===== config.mk =====
export PLATFORM = sky130hd
export DESIGN_NAME = icm_ctrl_mask
export DESIGN_NICKNAME = d
export VERILOG_FILES = /design/src/rtl/icm_pkg.sv /design/src/rtl/icm_arbiter.sv /design/src/rtl/icm_ctrl_mask.sv
export VERILOG_INCLUDE_DIRS = /design/src /design/src/rtl
export SDC_FILE = /design/constraint.sdc
export NUM_CORES = 1
export LEC_CHECK = 0
export BUFFER_PORTS_ARGS = -buffer_cell sky130_fd_sc_hd__buf_4
export CAP_MARGIN = 10
export CORE_UTILIZATION = 57
export CTS_CLUSTER_SIZE = 28
export DETAILED_ROUTE_END_ITERATION = 7
export PLACE_DENSITY = 0.76
export SYNTH_ARGS = -nofsm -noshare
export SYNTH_HDL_FRONTEND = slang
export SYNTH_SLANG_ARGS = --single-unit
export TNS_END_PERCENT = 1

===== constraint.sdc =====
create_clock -name ref_clk_i -period 13.1 [get_ports ref_clk_i]
set_input_delay 1.965 -clock ref_clk_i [delete_from_list [all_inputs] [get_ports ref_clk_i]]
set_output_delay 1.965 -clock ref_clk_i [all_outputs]
set_load 0.01 [all_outputs]

===== src/rtl/icm_map.svh =====
// register addresses, field positions and reset values of the interrupt
// control and mask block; included by the design files by bare name.
`ifndef ICM_MAP_SVH
`define ICM_MAP_SVH

// per-source control registers, one byte each, in source order
`define ICM_CTRL_BASE 16'hffe0
`define ICM_CTRL_RESET 8'h43
// mask bytes: low bank lower, low bank upper, high bank lower, upper
`define ICM_MASK_BASE 16'hffac
`define ICM_MASK_RESET 16'hffff
`define ICM_NUM_SRC 27

// field positions inside a per-source control byte
`define ICM_IF_BIT 7
`define ICM_MK_BIT 6
`define ICM_ISM_BIT 5
`define ICM_CSE_BIT 4
`define ICM_PR_MSB 1
`define ICM_PR_LSB 0

`endif


===== src/rtl/icm_pkg.sv =====
// types shared by the interrupt control and mask block.
// assumes the address map header is compiled alongside.
package icm_pkg;

  typedef logic [1:0] icm_level_t;

  // servicing style reported with a presented request
  typedef enum logic [2:0] {
    ICM_VECTORED = 3'h1,
    ICM_CONTEXT = 3'h2,
    ICM_MACRO = 3'h4
  } icm_mode_t;

endpackage : icm_pkg


===== src/rtl/icm_arbiter.sv =====
// priority selection among pending, unmasked interrupt sources.
// purely combinational; the caller registers the result.
`timescale 1ns/1ps
module icm_arbiter
  import icm_pkg::*;
#(
  parameter int NUM_SRC = 27,
  parameter int SW = 5
) (
  input wire logic [NUM_SRC-1:0] pend_i, // flag set and mask clear
  input wire logic [2*NUM_SRC-1:0] prio_i, // two bits per source
  output logic found_o, // some source is eligible
  output logic [SW-1:0] src_o, // chosen source index
  output icm_level_t level_o // its priority level
);

  always_comb begin
    found_o = 1'b0;
    src_o = '0;
    level_o = '1;
    // strict compare keeps the lower index on a tie: fixed default order
    for (int i = 0; i < NUM_SRC; i++) begin
      if (pend_i[i] && (!found_o || prio_i[2*i +: 2] < level_o)) begin
        found_o = 1'b1;
        src_o = SW'(i);
        level_o = prio_i[2*i +: 2];
      end
    end
  end

endmodule : icm_arbiter


===== src/rtl/icm_ctrl_mask.sv =====
// per-source interrupt control registers, en-bloc mask registers and the
// request selection that presents the winning source to the cpu core.
// assumes cpu accesses are single-cycle strobes synchronous to ref_clk_i
// and that peripheral request pulses are synchronous too.
`timescale 1ns/1ps
`include "icm_map.svh"
module icm_ctrl_mask
  import icm_pkg::*;
#(
  parameter int NUM_SRC = `ICM_NUM_SRC,
  parameter int SW = $clog2(NUM_SRC)
) (
  input wire logic ref_clk_i, // system clock
  input wire logic rst_i, // synchronous reset, active high
  input wire logic [15:0] cpu_addr_i, // byte address of the access
  input wire logic cpu_wr_i, // write strobe
  input wire logic cpu_rd_i, // read strobe
  input wire logic cpu_word_i, // 16-bit access (mask banks only)
  input wire logic cpu_bit_i, // single-bit operation
  input wire logic [2:0] cpu_bit_sel_i, // bit within the byte
  input wire logic [15:0] cpu_wdata_i, // write data; bit op uses bit 0
  input wire logic cpu_ack_i, // core takes the presented request
  input wire logic [NUM_SRC-1:0] src_req_i, // peripheral request pulses
  input wire logic ms_done_i, // macro service counter reached zero
  input wire logic [SW-1:0] ms_src_i, // source whose service ended
  output logic [15:0] cpu_rdata_o, // read data, one cycle after strobe
  output logic cpu_hit_o, // last read hit a mapped register
  output logic cpu_bit_o, // tested bit of the last read
  output logic int_req_o, // a request is presented
  output logic [SW-1:0] int_src_o, // presented source index
  output icm_level_t int_level_o, // its priority level
  output icm_mode_t int_mode_o // its servicing style
);

  localparam logic [7:0] RST_CTRL = `ICM_CTRL_RESET;
  localparam logic [15:0] CTRL_BASE = `ICM_CTRL_BASE;
  localparam logic [15:0] MASK_BASE = `ICM_MASK_BASE;

  logic [NUM_SRC-1:0] flag_q;
  logic [NUM_SRC-1:0] mask_q;
  logic [NUM_SRC-1:0] macro_q;
  logic [NUM_SRC-1:0] ctx_q;
  logic [NUM_SRC-1:0][1:0] prio_q;
  logic [NUM_SRC-1:0] next_flag;
  logic [NUM_SRC-1:0] next_mask;
  logic [NUM_SRC-1:0] next_macro;
  logic [NUM_SRC-1:0] next_ctx;
  logic [NUM_SRC-1:0][1:0] next_prio;

  logic ctrl_hit;
  logic mask_hit;
  logic [SW-1:0] ctrl_idx;
  logic [1:0] mask_byte;
  logic ack_take;
  logic [15:0] rd_val;
  logic rd_hit;
  logic arb_found;
  logic [SW-1:0] arb_src;
  icm_level_t arb_level;

  // write data for a byte register: whole byte, or one bit set or cleared
  function automatic logic [7:0] byte_update(input logic [7:0] old_b,
                                             input logic [7:0] d,
                                             input logic is_bit,
                                             input logic [2:0] sel,
                                             input logic val);
    logic [7:0] r;
    r = old_b;
    if (is_bit) begin
      r[sel] = val;
    end else begin
      r = d;
    end
    return r;
  endfunction : byte_update

  function automatic logic [7:0] ctrl_byte(input logic f, input logic m,
                                           input logic s, input logic c,
                                           input logic [1:0] p);
    logic [7:0] b;
    b = '0;
    b[`ICM_IF_BIT] = f;
    b[`ICM_MK_BIT] = m;
    b[`ICM_ISM_BIT] = s;
    b[`ICM_CSE_BIT] = c;
    b[`ICM_PR_MSB:`ICM_PR_LSB] = p;
    return b;
  endfunction : ctrl_byte

  // word access is only meaningful on the mask banks, at even addresses
  assign ctrl_hit = !cpu_word_i && (cpu_addr_i >= CTRL_BASE) &&
                    (cpu_addr_i < CTRL_BASE + 16'(NUM_SRC));
  assign mask_hit = (cpu_addr_i[15:2] == MASK_BASE[15:2]) &&
                    !(cpu_word_i && cpu_addr_i[0]) &&
                    !(cpu_word_i && cpu_bit_i);
  assign ctrl_idx = SW'(cpu_addr_i - CTRL_BASE);
  assign mask_byte = cpu_addr_i[1:0];
  assign ack_take = cpu_ack_i && int_req_o && !mask_q[int_src_o];

  always_comb begin
    logic [7:0] b;
    logic [31:0] m32;
    b = '0;
    m32 = '1;
    next_flag = flag_q;
    next_mask = mask_q;
    next_macro = macro_q;
    next_ctx = ctx_q;
    next_prio = prio_q;
    // hardware clears first so that a software write the same cycle wins
    for (int i = 0; i < NUM_SRC; i++) begin
      if (ack_take && int_src_o == SW'(i)) begin
        next_flag[i] = 1'b0;
      end
      if (ms_done_i && ms_src_i == SW'(i)) begin
        next_macro[i] = 1'b0;
      end
      if (cpu_wr_i && ctrl_hit && ctrl_idx == SW'(i)) begin
        b = byte_update(ctrl_byte(flag_q[i], mask_q[i], macro_q[i],
                                  ctx_q[i], prio_q[i]),
                        cpu_wdata_i[7:0], cpu_bit_i, cpu_bit_sel_i,
                        cpu_wdata_i[0]);
        next_flag[i] = b[`ICM_IF_BIT];
        next_mask[i] = b[`ICM_MK_BIT];
        next_macro[i] = b[`ICM_ISM_BIT];
        next_ctx[i] = b[`ICM_CSE_BIT];
        next_prio[i] = b[`ICM_PR_MSB:`ICM_PR_LSB];
      end
    end
    // the banks are a second view of the same mask flops
    m32[NUM_SRC-1:0] = mask_q;
    if (cpu_wr_i && mask_hit) begin
      if (cpu_word_i) begin
        m32[{mask_byte, 3'h0} +: 16] = cpu_wdata_i;
      end else begin
        m32[{mask_byte, 3'h0} +: 8] = byte_update(
            m32[{mask_byte, 3'h0} +: 8], cpu_wdata_i[7:0], cpu_bit_i,
            cpu_bit_sel_i, cpu_wdata_i[0]);
      end
      next_mask = m32[NUM_SRC-1:0];
    end
    // a new request beats any clear in the same cycle
    next_flag = next_flag | src_req_i;
  end

  always_ff @(posedge ref_clk_i) begin
    if (rst_i) begin
      flag_q <= {NUM_SRC{RST_CTRL[`ICM_IF_BIT]}};
      mask_q <= NUM_SRC'(`ICM_MASK_RESET | 32'hffffffff);
      macro_q <= {NUM_SRC{RST_CTRL[`ICM_ISM_BIT]}};
      ctx_q <= {NUM_SRC{RST_CTRL[`ICM_CSE_BIT]}};
      prio_q <= {NUM_SRC{RST_CTRL[`ICM_PR_MSB:`ICM_PR_LSB]}};
    end else begin
      flag_q <= next_flag;
      mask_q <= next_mask;
      macro_q <= next_macro;
      ctx_q <= next_ctx;
      prio_q <= next_prio;
    end
  end

  // read side: value before any write of the same cycle
  always_comb begin
    logic [31:0] m32;
    m32 = '1;
    m32[NUM_SRC-1:0] = mask_q;
    rd_val = '0;
    rd_hit = 1'b0;
    if (ctrl_hit) begin
      rd_hit = 1'b1;
      rd_val[7:0] = ctrl_byte(flag_q[ctrl_idx], mask_q[ctrl_idx],
                              macro_q[ctrl_idx], ctx_q[ctrl_idx],
                              prio_q[ctrl_idx]);
    end else if (mask_hit) begin
      rd_hit = 1'b1;
      if (cpu_word_i) begin
        rd_val = m32[{mask_byte, 3'h0} +: 16];
      end else begin
        rd_val[7:0] = m32[{mask_byte, 3'h0} +: 8];
      end
    end
  end

  always_ff @(posedge ref_clk_i) begin
    if (rst_i) begin
      cpu_rdata_o <= '0;
      cpu_hit_o <= 1'b0;
      cpu_bit_o <= 1'b0;
    end else if (cpu_rd_i) begin
      cpu_rdata_o <= rd_val;
      cpu_hit_o <= rd_hit;
      cpu_bit_o <= rd_val[cpu_bit_sel_i];
    end
  end

  icm_arbiter #(
    .NUM_SRC(NUM_SRC),
    .SW(SW)
  ) u_arb (
    .pend_i(flag_q & ~mask_q),
    .prio_i(prio_q),
    .found_o(arb_found),
    .src_o(arb_src),
    .level_o(arb_level)
  );

  // after an acknowledgment the presented source is withdrawn for one
  // cycle, since the cleared flag only reaches the selection a cycle later
  always_ff @(posedge ref_clk_i) begin
    if (rst_i) begin
      int_req_o <= 1'b0;
      int_src_o <= '0;
      int_level_o <= '1;
      int_mode_o <= ICM_VECTORED;
    end else begin
      int_req_o <= arb_found && !ack_take;
      int_src_o <= arb_src;
      int_level_o <= arb_level;
      if (macro_q[arb_src]) begin
        int_mode_o <= ICM_MACRO;
      end else if (ctx_q[arb_src]) begin
        int_mode_o <= ICM_CONTEXT;
      end else begin
        int_mode_o <= ICM_VECTORED;
      end
    end
  end

  // helper state seen only by the checks below
  logic [NUM_SRC-1:0] mask_prev;
  logic [NUM_SRC-1:0] pend_prev;
  logic [NUM_SRC-1:0] macro_prev;
  logic [NUM_SRC-1:0] ctx_prev;
  logic [NUM_SRC-1:0][1:0] prio_prev;
  logic better_seen;
  logic tie_seen;

  always_ff @(posedge ref_clk_i) begin
    mask_prev <= mask_q;
    pend_prev <= flag_q & ~mask_q;
    macro_prev <= macro_q;
    ctx_prev <= ctx_q;
    prio_prev <= prio_q;
  end

  always_comb begin
    better_seen = 1'b0;
    tie_seen = 1'b0;
    for (int i = 0; i < NUM_SRC; i++) begin
      if (pend_prev[i] && prio_prev[i] < int_level_o) begin
        better_seen = 1'b1;
      end
      if (pend_prev[i] && prio_prev[i] == int_level_o &&
          SW'(i) < int_src_o) begin
        tie_seen = 1'b1;
      end
    end
  end
endmodule : icm_ctrl_mask


### After elaboration in Yosys (flattened, before gate mapping)

Cells that the tools add are included.

* output and inout bits: 29
* logic and storage cells: 781
* flip-flop bits (word level): 191
* bits of input ports: 75

* shift-type cells: 6
* reduce and logical (&&, ||, !) cells: 234
* bitwise logic cells: 3
* mux-type cells: 306
* equality and inequality tests: 79
* order comparisons: 34
* add/sub/neg operators: 2

Operators by type and width (count)
* 8-bit two-way mux: 34
* 8-bit bitwise mux: 28
* 1-bit two-way mux: 174
* 5-bit == test (second input constant): 33
* 5-bit by 4-bit == test with 1-bit output (second input constant): 24
* 1-bit logical AND: 119
* 2-bit nonzero test: 54
* 32-bit bitwise mux: 2
* 2-bit two-way mux: 31
* 5-bit by 3-bit == test with 1-bit output (second input constant): 12
* 5-bit two-way mux: 11
* 27-bit two-way mux: 2
* 2-bit < comparator: 26
* 1-bit binary-select mux with 5-bit select: 7
* 4-bit two-way mux: 8
* 16-bit by 7-bit variable shift with 32-bit output (first input constant): 1
* 8-bit by 7-bit variable shift with 32-bit output (first input constant): 1
* 16-bit by 7-bit variable part select with 32-bit output: 1
* 32-bit by 6-bit variable part select with 16-bit output: 1
* 32-bit by 6-bit variable part select with 8-bit output: 1
* 8-bit by 7-bit variable part select with 32-bit output: 1
* 1-bit logical NOT: 31
* 5-bit by 2-bit == test with 1-bit output (second input constant): 6
* 27-bit AND: 1
* 20 further kinds: 55

### Longest topological paths before layout

Gate-level depths: netlist of run 1.

* word-level depth: 111
* depth in mapped cells: 36
* depth with buffers taken out: 32

### By module

From an unflattened synthesis of run 1, not the netlist that was laid out.

* cells, all modules: 1906
* area total of the unflattened synthesis: 15223.4 um^2

Modules (own cells, without submodules)
* icm_ctrl_mask: area an instance 12195.4 um^2, seq. area each 3823.7 um^2, cells each 1425, instances 1
* icm_arbiter: area an instance 3027.9 um^2, seq. area each 0.0 um^2, cells each 481, instances 1

### Least setup slack after synthesis of run 1

Ideal clock, no wire load.

* kind: reg-to-reg
* start point: register flag_q[7]
* end point: register int_mode_o[1]
* arrival: 6.985 ns
* setup time: 0.115 ns
* stages on the path, launching flop included: 31
* path slack: 6.000 ns
* period minus slack after synthesis: 7.100 ns
* buffers on the path: 1
* data required time: 12.985 ns
* path through: dfxtp_1 -> nor2b_2 -> a2111oi_4 -> nand3_4 -> or3_1 -> buf_6 -> or4_4 -> o21bai_4 -> o22a_1 -> or2_1 -> and3_1 -> or2_1 -> a21oi_2 -> nand2_1 -> o31a_1 -> ha_1 -> nor3_1 -> nand2_1 -> a311oi_1 -> a311o_1 -> a21oi_1 -> ha_1 -> or3_1 -> nor2_1 -> a32oi_1 -> nand2_1 -> a21o_1 -> mux2_2 -> o211a_1 -> or4b_1 -> and3_1

* word-level cells in the longest chain between the ends: 82
* elaborated cells on any way between the ends: 142
* classes of those cells: 19 x order compare; 63 x mux; 1 x bitwise; 59 x reduce/logical

RTL lines
* start, declared: line icm_ctrl_mask.sv:39 `logic [NUM_SRC-1:0] flag_q;`
* start signal, assigned: line icm_ctrl_mask.sv:148 `` flag_q <= {NUM_SRC{RST_CTRL[`ICM_IF_BIT]}}; ``
* start signal, assigned: line icm_ctrl_mask.sv:154 `flag_q <= next_flag;`
* 27-bit AND (*)
* 1-bit logical AND (*): line icm_arbiter.sv:23 `if (pend_i[i] && (!found_o || prio_i[2*i +: 2] < level_o)) begin`
* 2-bit two-way mux / 1-bit two-way mux (equally long branches): line icm_arbiter.sv:23
* 2-bit < comparator / 1-bit logical NOT (equally long branches): line icm_arbiter.sv:23
* 1-bit logical OR: line icm_arbiter.sv:23
* 1-bit logical AND: line icm_arbiter.sv:23
* 2-bit two-way mux / 1-bit two-way mux (equally long branches): line icm_arbiter.sv:23
* 2-bit < comparator / 1-bit logical NOT (equally long branches): line icm_arbiter.sv:23
* [66 not listed]
* 2-bit two-way mux / 1-bit two-way mux (equally long branches): line icm_arbiter.sv:23
* 2-bit < comparator / 1-bit logical NOT (equally long branches): line icm_arbiter.sv:23
* 1-bit logical OR: line icm_arbiter.sv:23
* 1-bit logical AND: line icm_arbiter.sv:23
* 5-bit two-way mux (*): line icm_arbiter.sv:23
* 1-bit binary-select mux with 5-bit select, on equally long branches: line icm_ctrl_mask.sv:221, icm_ctrl_mask.sv:219
* 1-bit two-way mux, on equally long branches: line icm_ctrl_mask.sv:221, icm_ctrl_mask.sv:219
* 2-bit two-way mux / 2-bit OR reduction (equally long branches)
* end signal, assigned: line icm_ctrl_mask.sv:220 `int_mode_o <= ICM_MACRO;`
* end signal, assigned: line icm_ctrl_mask.sv:222 `int_mode_o <= ICM_CONTEXT;`
* end signal, assigned: line icm_ctrl_mask.sv:224 `int_mode_o <= ICM_VECTORED;`
* end, declared: line icm_ctrl_mask.sv:32 `output icm_mode_t int_mode_o`

Every way passes the cells marked *; elsewhere a longest branch is shown, timed or not. The select of a mux whose other input is x is not followed.
A chain may end at the register's enable or synchronous reset.

### Worst setup path after layout of run 1

* start point: register mask_q[0]
* end point: register int_mode_o[1]

* word-level cells in the longest chain between the ends: 110
* elaborated cells on any way between the ends: 190
* classes of those cells: 26 x order compare; 83 x mux; 2 x bitwise; 79 x reduce/logical

RTL lines
* start, declared: line icm_ctrl_mask.sv:40 `logic [NUM_SRC-1:0] mask_q;`
* start signal, assigned: line icm_ctrl_mask.sv:149 `` mask_q <= NUM_SRC'(`ICM_MASK_RESET | 32'hffffffff); ``
* start signal, assigned: line icm_ctrl_mask.sv:155 `mask_q <= next_mask;`
* 27-bit NOT (*)
* 27-bit AND (*)
* 2-bit two-way mux / 1-bit two-way mux (equally long branches): line icm_arbiter.sv:23
* 2-bit < comparator / 1-bit logical NOT (equally long branches): line icm_arbiter.sv:23
* 1-bit logical OR: line icm_arbiter.sv:23
* 1-bit logical AND: line icm_arbiter.sv:23
* 2-bit two-way mux / 1-bit two-way mux (equally long branches): line icm_arbiter.sv:23
* 2-bit < comparator / 1-bit logical NOT (equally long branches): line icm_arbiter.sv:23
* [94 not listed]
* 2-bit two-way mux / 1-bit two-way mux (equally long branches): line icm_arbiter.sv:23
* 2-bit < comparator / 1-bit logical NOT (equally long branches): line icm_arbiter.sv:23
* 1-bit logical OR: line icm_arbiter.sv:23
* 1-bit logical AND: line icm_arbiter.sv:23
* 5-bit two-way mux (*): line icm_arbiter.sv:23
* 1-bit binary-select mux with 5-bit select, on equally long branches: line icm_ctrl_mask.sv:221, icm_ctrl_mask.sv:219
* 1-bit two-way mux, on equally long branches: line icm_ctrl_mask.sv:221, icm_ctrl_mask.sv:219
* 2-bit two-way mux / 2-bit OR reduction (equally long branches)

Marks and branches as above.

==> results of run 1 <==
layout make-up:
| class | instances | area (um^2) |
|---|---|---|
| fill | 2261 | 9160 |
| tap | 330 | 413 |
| antenna | 2 | 5.00 |
| multi-input combinational | 1550 | 10200 |
| timing repair buffer | 114 | 856 |
| inverter | 38 | 143 |
| sequential | 191 | 3820 |
| clock buffer | 18 | 439 |
| clock inverter | 14 | 183 |
worst paths after layout:
| check | from | endpoint | slack, ns | cells past startpoint |
|---|---|---|---|---|
| max reg2reg | mask_q[0] | int_mode_o[1] | 4.16 | 30 |
| min reg2reg | cpu_rdata_o[3] | cpu_rdata_o[3] | 0.48 | 2 |
| min | cpu_rdata_o[3] | cpu_rdata_o[3] | 0.48 | 2 |
| max | mask_q[0] | int_mode_o[1] | 4.16 | 30 |
routing by layer:
metal  global-route usage (%)  share of wire [%]  routed length (um)
met2                     66.1                 41               25300
met4                     29.1                7.1                4350
met5                     1.52                  0                   0
met3                     13.9                 14                8810
met1                     59.6                 37               22700
worst max-delay path, delay by kind of cell (launching register included):
family | cells | cell delay, ns
AOI/OAI and AO/OA | 10 | 2.33
DFF | 1 | 0.45
and+or+nand+nor | 17 | 5.23
adders and majority gates | 2 | 0.43
muxes | 1 | 0.38
registers in the layout, indices dropped and copies added, names as in the netlist:
register,flops
ctx_q,27
int_req_o,1
int_mode_o,3
macro_q,27
int_level_o,2
cpu_hit_o,1
mask_q,27
int_src_o,5
cpu_rdata_o,16
flag_q,27
prio_q,54
cpu_bit_o,1
metrics by stage:
stage | setup slack [ns] | instance area (um^2) | power [uW] | instances
6_report | 4.16 | 16000 | 1310 | 2257
5_1_grt | 3.49 | 16000 | 1330 | 2255
4_1_cts | 4.27 | 16000 | 1290 | 2255
3_5_place_dp | 4.29 | 15400 | 755 | 2223
3_3_place_gp | 4.50 | 15400 | 754 | 2223
2_1_floorplan | 6.00 | 14700 | 695 | 1917
where the power goes:
| group | switching, uW | internal [uW] |
|---|---|---|
| clock | 288 | 267 |
| combinational | 105 | 52.1 |
| sequential | 7.12 | 587 |
| total | 400 | 906 |
placed cells by master (no fill, tap or decap), types with 13 or more instances in the layout:
master,n
nor4_1,15
a221oi_1,36
nor3_1,47
mux2_2,13
mux4_2,48
nand2b_1,48
o211ai_1,37
nor2b_1,37
a21oi_1,200
a211oi_1,62
inv_1,36
o311ai_0,34
buf_4,114
and2_1,23
nand3_1,32
dfxtp_1,191
and3_1,13
mux2i_1,62
o22ai_1,17
nand2_1,212
a21o_1,14
clkbuf_16,17
nor2_1,180
and2_0,15
o21ai_0,161
cells by family after synthesis:
kind of cell / Yosys count / synth area share (%)
mux: 124 / 12.7
compound gates: 713 / 32.0
flops: 191 / 26.1
buf+inv: 176 / 4.79
simple gates: 702 / 23.5
fa+ha+maj: 11 / 0.904
==> impl_metrics.json, run 1 <==
{
  "status": "finished, final reports clean",
  "postSynthAreaPerCell_um2": 7.65,
  "drtAntennaViolNets": 0,
  "setup_violations": 0,
  "routedWlPerCell_um": 27.1,
  "cp_max_fo": 15,
  "max_cap_violations": 0,
  "crit_path_top_delay_cell": "nor4_4",
  "grt_start_max_net_pins": 102,
  "die_w_um": 162,
  "routed_wl_um": 61100,
  "synth_top_area_share_pct": 26.1,
  "root_buffer": "clkbuf_16",
  "area_growth_pct": 9.21,
  "hold_violations": 0,
  "netlist_top_cells_count": "nand2_1, a21oi_1, dfxtp_1, nor2_1, o21ai_0",
  "ys_ff_latch": 191,
  "die_height_um": 162,
  "synth_edf_count": 0,
  "gp_congestion": 1.01,
  "viasPerCell": 7.45,
  "via_count": 16810,
  "grt_pass1_vias": 14933,
  "path_common_cell": "nand2_1",
  "cts.path.max_buffers": 2,
  "postLayoutCoreUtil_pct": 63.6,
  "path_clk_slew_ns": 0.10,
  "worstPathArrival_ns": 9.29,
  "core-area_um2": 25200,
  "cts_buffers": 17,
  "worst_pin_slew_ns": 1.17,
  "crit_path_max_incr_delay_ns": 0.78,
  "synth_area_um2": 14700,
  "ctsResizeCount": 0,
  "syn_inst": 1917,
  "cts_tree": "built",
  "endpoint_kind": "flip-flop",
  "synth_top_cell_by_area": "dfxtp_1",
  "insertion_delay_ns": 0.47,
  "htree_num_levels": 4,
  "clkSinkCount": 191,
  "grt_pass1_wl_um": 90900,
  "io_pins": 104,
  "rsz0062_at_grt": "no",
  "finClkSkew_ns": 0.0222,
  "drt_iter0_drc": 3028,
  "drc_errors": 0,
  "ir_drop_v": 0.0000784,
  "synthTopCellsByArea": "dfxtp_1, mux4_2, a21oi_1, o21ai_0, nand2_1",
  "syn-num-nets": 2001,
  "drive_above_1_share_pct": 12.9,
  "finalSetupTns_ns": 0,
  "period_share_pct": 68.2,
  "dpl.hpwl_um": 44000,
  "synth_ff_type": "dfxtp_1",
  "min_path_type": "reg -> reg",
  "crit_type": "reg -> reg",
  "yosysMostFrequentCell": "nand2_1",
  "p_per_area_nw_per_um2": 81.5,
  "numPortBuffers": 103,
  "postCtsHoldBufs": 0,
  "slew_violations": 0,
  "grt_antenna_before_repair": 1,
  "start_util_pct": 58.3,
  "cts_setup_buffers": 0,
  "hold_ws_ns": 0.478,
  "synth_cell_type_count": 95,
  "finalCriticalPeriod_ns": 8.94,
  "die-area_um2": 26400,
  "rows": 58,
  "async_flop_share_pct": 0,
  "power.leakage_uw": 0.00591,
  "nNetsFinal": 1996,
  "startpoint_type": "flip-flop",
  "ys.warnings.count": 0,
  "overflow": 0,
  "max_freq_mhz": 112,
  "required_ns": 13.46,
  "max_slew_margin_pct": 21.0,
  "ys_seq_area_share_pct": 26.1,
  "grt.total_usage_pct": 45.9,
  "first_pass_iters": 7
}
(Power assumes the default switching activity.)
==> inputs of run 2 (changes only) <==
--- a/config.mk
+++ b/config.mk
@@ -8,10 +8,10 @@
 export LEC_CHECK = 0
 export BUFFER_PORTS_ARGS = -buffer_cell sky130_fd_sc_hd__buf_4
 export CAP_MARGIN = 10
-export CORE_UTILIZATION = 57
+export CORE_UTILIZATION = 56
 export CTS_CLUSTER_SIZE = 28
 export DETAILED_ROUTE_END_ITERATION = 7
-export PLACE_DENSITY = 0.76
+export PLACE_DENSITY = 0.78
 export SYNTH_ARGS = -nofsm -noshare
 export SYNTH_HDL_FRONTEND = slang
 export SYNTH_SLANG_ARGS = --single-unit
==> constraint.sdc (replaced) <==
create_clock -name ref_clk_i -period 8.22 [get_ports ref_clk_i]
set_input_delay 1.233 -clock ref_clk_i [delete_from_list [all_inputs] [get_ports ref_clk_i]]
set_output_delay 1.233 -clock ref_clk_i [all_outputs]
set_load 0.01 [all_outputs]
==> run 2 against run 1 <==
Clock skew up 0.0027 ns. Final area up 0.98%. Sequential power is 59% higher. Worst hold slack improved by 0.0043 ns. Clock-buffer cell count is the same. Non-clock buffer count grew 15. Sequential share of layout area down 0.23 points. Largest power group unchanged.
==> impl_metrics.json, run 2 (same netlist as run 1, synthesis figures left out) <==
{
  "drt_iter0_drc": 2736,
  "grt_pass1_vias": 14951,
  "rows": 58,
  "crit_path_max_incr_delay_ns": 0.55,
  "n_fill_cell": 2313,
  "max_cap_violations": 0,
  "layout_commonest_cell": "nand2_1",
  "finalSetupTns_ns": 0,
  "dpl.hpwl_um": 45800,
  "crit_family": "compound AO/OA/AOI/OAI gates",
  "start_util_pct": 57.6,
  "drc_errors": 0,
  "die_w_um": 164,
  "die-area_um2": 26800,
  "cp_max_fo": 8,
  "area_growth_pct": 10.3,
  "period_share_pct": 93.3,
  "fin_cells": 2270,
  "max_freq_mhz": 130,
  "path_buf_inv": 1,
  "dpl_cell_area_um2": 15500,
  "finalCriticalPeriod_ns": 7.67,
  "routed_wl_um": 62000,
  "layout_common_cells": "nand2_1, a21oi_1, dfxtp_1",
  "viasPerCell": 7.36,
  "hold_violations": 0,
  "worstPathArrival_ns": 8.04,
  "grt.total_usage_pct": 46.3,
  "endpoint_kind": "flip-flop",
  "grt_start_max_net_pins": 79,
  "nNetsFinal": 2011,
  "root_buffer": "clkbuf_16",
  "holdPathStages": 2,
  "grt_pass1_wl_um": 92700,
  "largest_reg_flops": 54,
  "power.leakage_uw": 0.00599,
  "insertion_delay_ns": 0.47,
  "num_antenna_cells": 0,
  "ir_drop_v": 0.000114,
  "status": "finished, final reports clean",
  "required_ns": 8.59,
  "setup_violations": 0,
  "hold_end": "cpu_rdata_o[2]",
  "gp_congestion": 1.04,
  "hp-start": "cpu_rdata_o[2]",
  "drive_above_1_share_pct": 14.2,
  "finClkSkew_ns": 0.0249,
  "overflow": 0,
  "path_clk_slew_ns": 0.09,
  "core-area_um2": 25500,
  "dp.cells": 2236,
  "grt_antenna_before_repair": 1,
  "power_uw": 2070,
  "htree_num_levels": 4,
  "r2r_cells": 32,
  "die_height_um": 164,
  "top_register": "prio_q",
  "timing.rr.end": "int_mode_o[1]",
  "finalInstanceArea_um2": 16200,
  "postCtsHoldBufs": 0,
  "via_count": 16711,
  "worst_pin_slew_ns": 1.21,
  "p_per_area_nw_per_um2": 128,
  "cts_buffers": 17,
  "crit_path_top_delay_cell": "or4b_1",
  "rsz0062_at_grt": "no",
  "startpoint_type": "flip-flop",
  "path_common_cell": "nor2_1",
  "cts_tree": "built",
  "min_path_type": "reg -> reg",
  "cts.path.max_buffers": 2,
  "slew_violations": 0,
  "drtAntennaViolNets": 0,
  "io_pins": 104,
  "numPortBuffers": 103,
  "first_pass_iters": 6,
  "r2r_slack_ns": 0.55,
  "max_slew_margin_pct": 18.4,
  "clkSinkCount": 191,
  "routedWlPerCell_um": 27.3,
  "crit_type": "reg -> reg",
  "timing.rr.start": "flag_q[1]"
}
run 2: cell types whose count changed in the layout (fill, tap and decap cells not counted), sizes merged:
cell / delta
buf: +15
clkinv: +2
inv: -2
diode: -2
run 2: how the worst max path moves through the flow:
stage,startpoint,endpoint,depth (start not counted)
6_report,flag_q[1],int_mode_o[1],32
5_1_grt,mask_q[5],int_mode_o[1],31
4_1_cts,mask_q[4],int_mode_o[1],31
3_5_place_dp,mask_q[7],int_mode_o[1],31
3_3_place_gp,mask_q[7],int_mode_o[1],31
2_1_floorplan,flag_q[7],int_mode_o[1],30
run 2: per-layer routing:
metal / track usage, % / share of wire, %
met1: 61.2 / 39
met2: 66.1 / 42
met3: 13.0 / 13
met4: 29.7 / 6.6
met5: 0 / 0.029
run 2: worst min-delay path, delay by kind of cell, from the launching register on:
family             cells  cell delay, ns
DFF                    1            0.33
AOI/OAI and AO/OA      1            0.05
and+or+nand+nor        1            0.06
run 2: layout make-up:
type | count | area, um^2 | share of cell area (%)
Sequential cell | 191 | 3820 | 23.6
Clock buffer | 18 | 439 | 2.71
Tap cell | 330 | 413 | 2.55
Multi-Input combinational cell | 1550 | 10200 | 63.2
Inverter | 38 | 143 | 0.882
Timing Repair Buffer | 129 | 968 | 5.99
Clock inverter | 14 | 165 | 1.02
run 2: metrics by stage:
step	setup slack, ns	utilization, %	hold slack, ns
detailed placement	0.309	60.8	0.463
finish	0.549	63.5	0.483
floorplan	1.12	-	0.463
global placement	0.490	60.8	0.461
CTS	0.263	63.2	0.484
global route	0.00702	63.5	0.505
run 2: repair_timing:
action / CTS / global route
endpoints found under the setup margin: 0 / 3
gates resized for setup: 0 / 14
setup buffers: 0 / 2
endpoints found under the hold margin: 0 / 0
run 2: where the power goes:
group / switching (uW) / internal (uW) / total [uW]
sequential: 11.1 / 935 / 946
combinational: 169 / 83.3 / 252
clock: 451 / 418 / 869
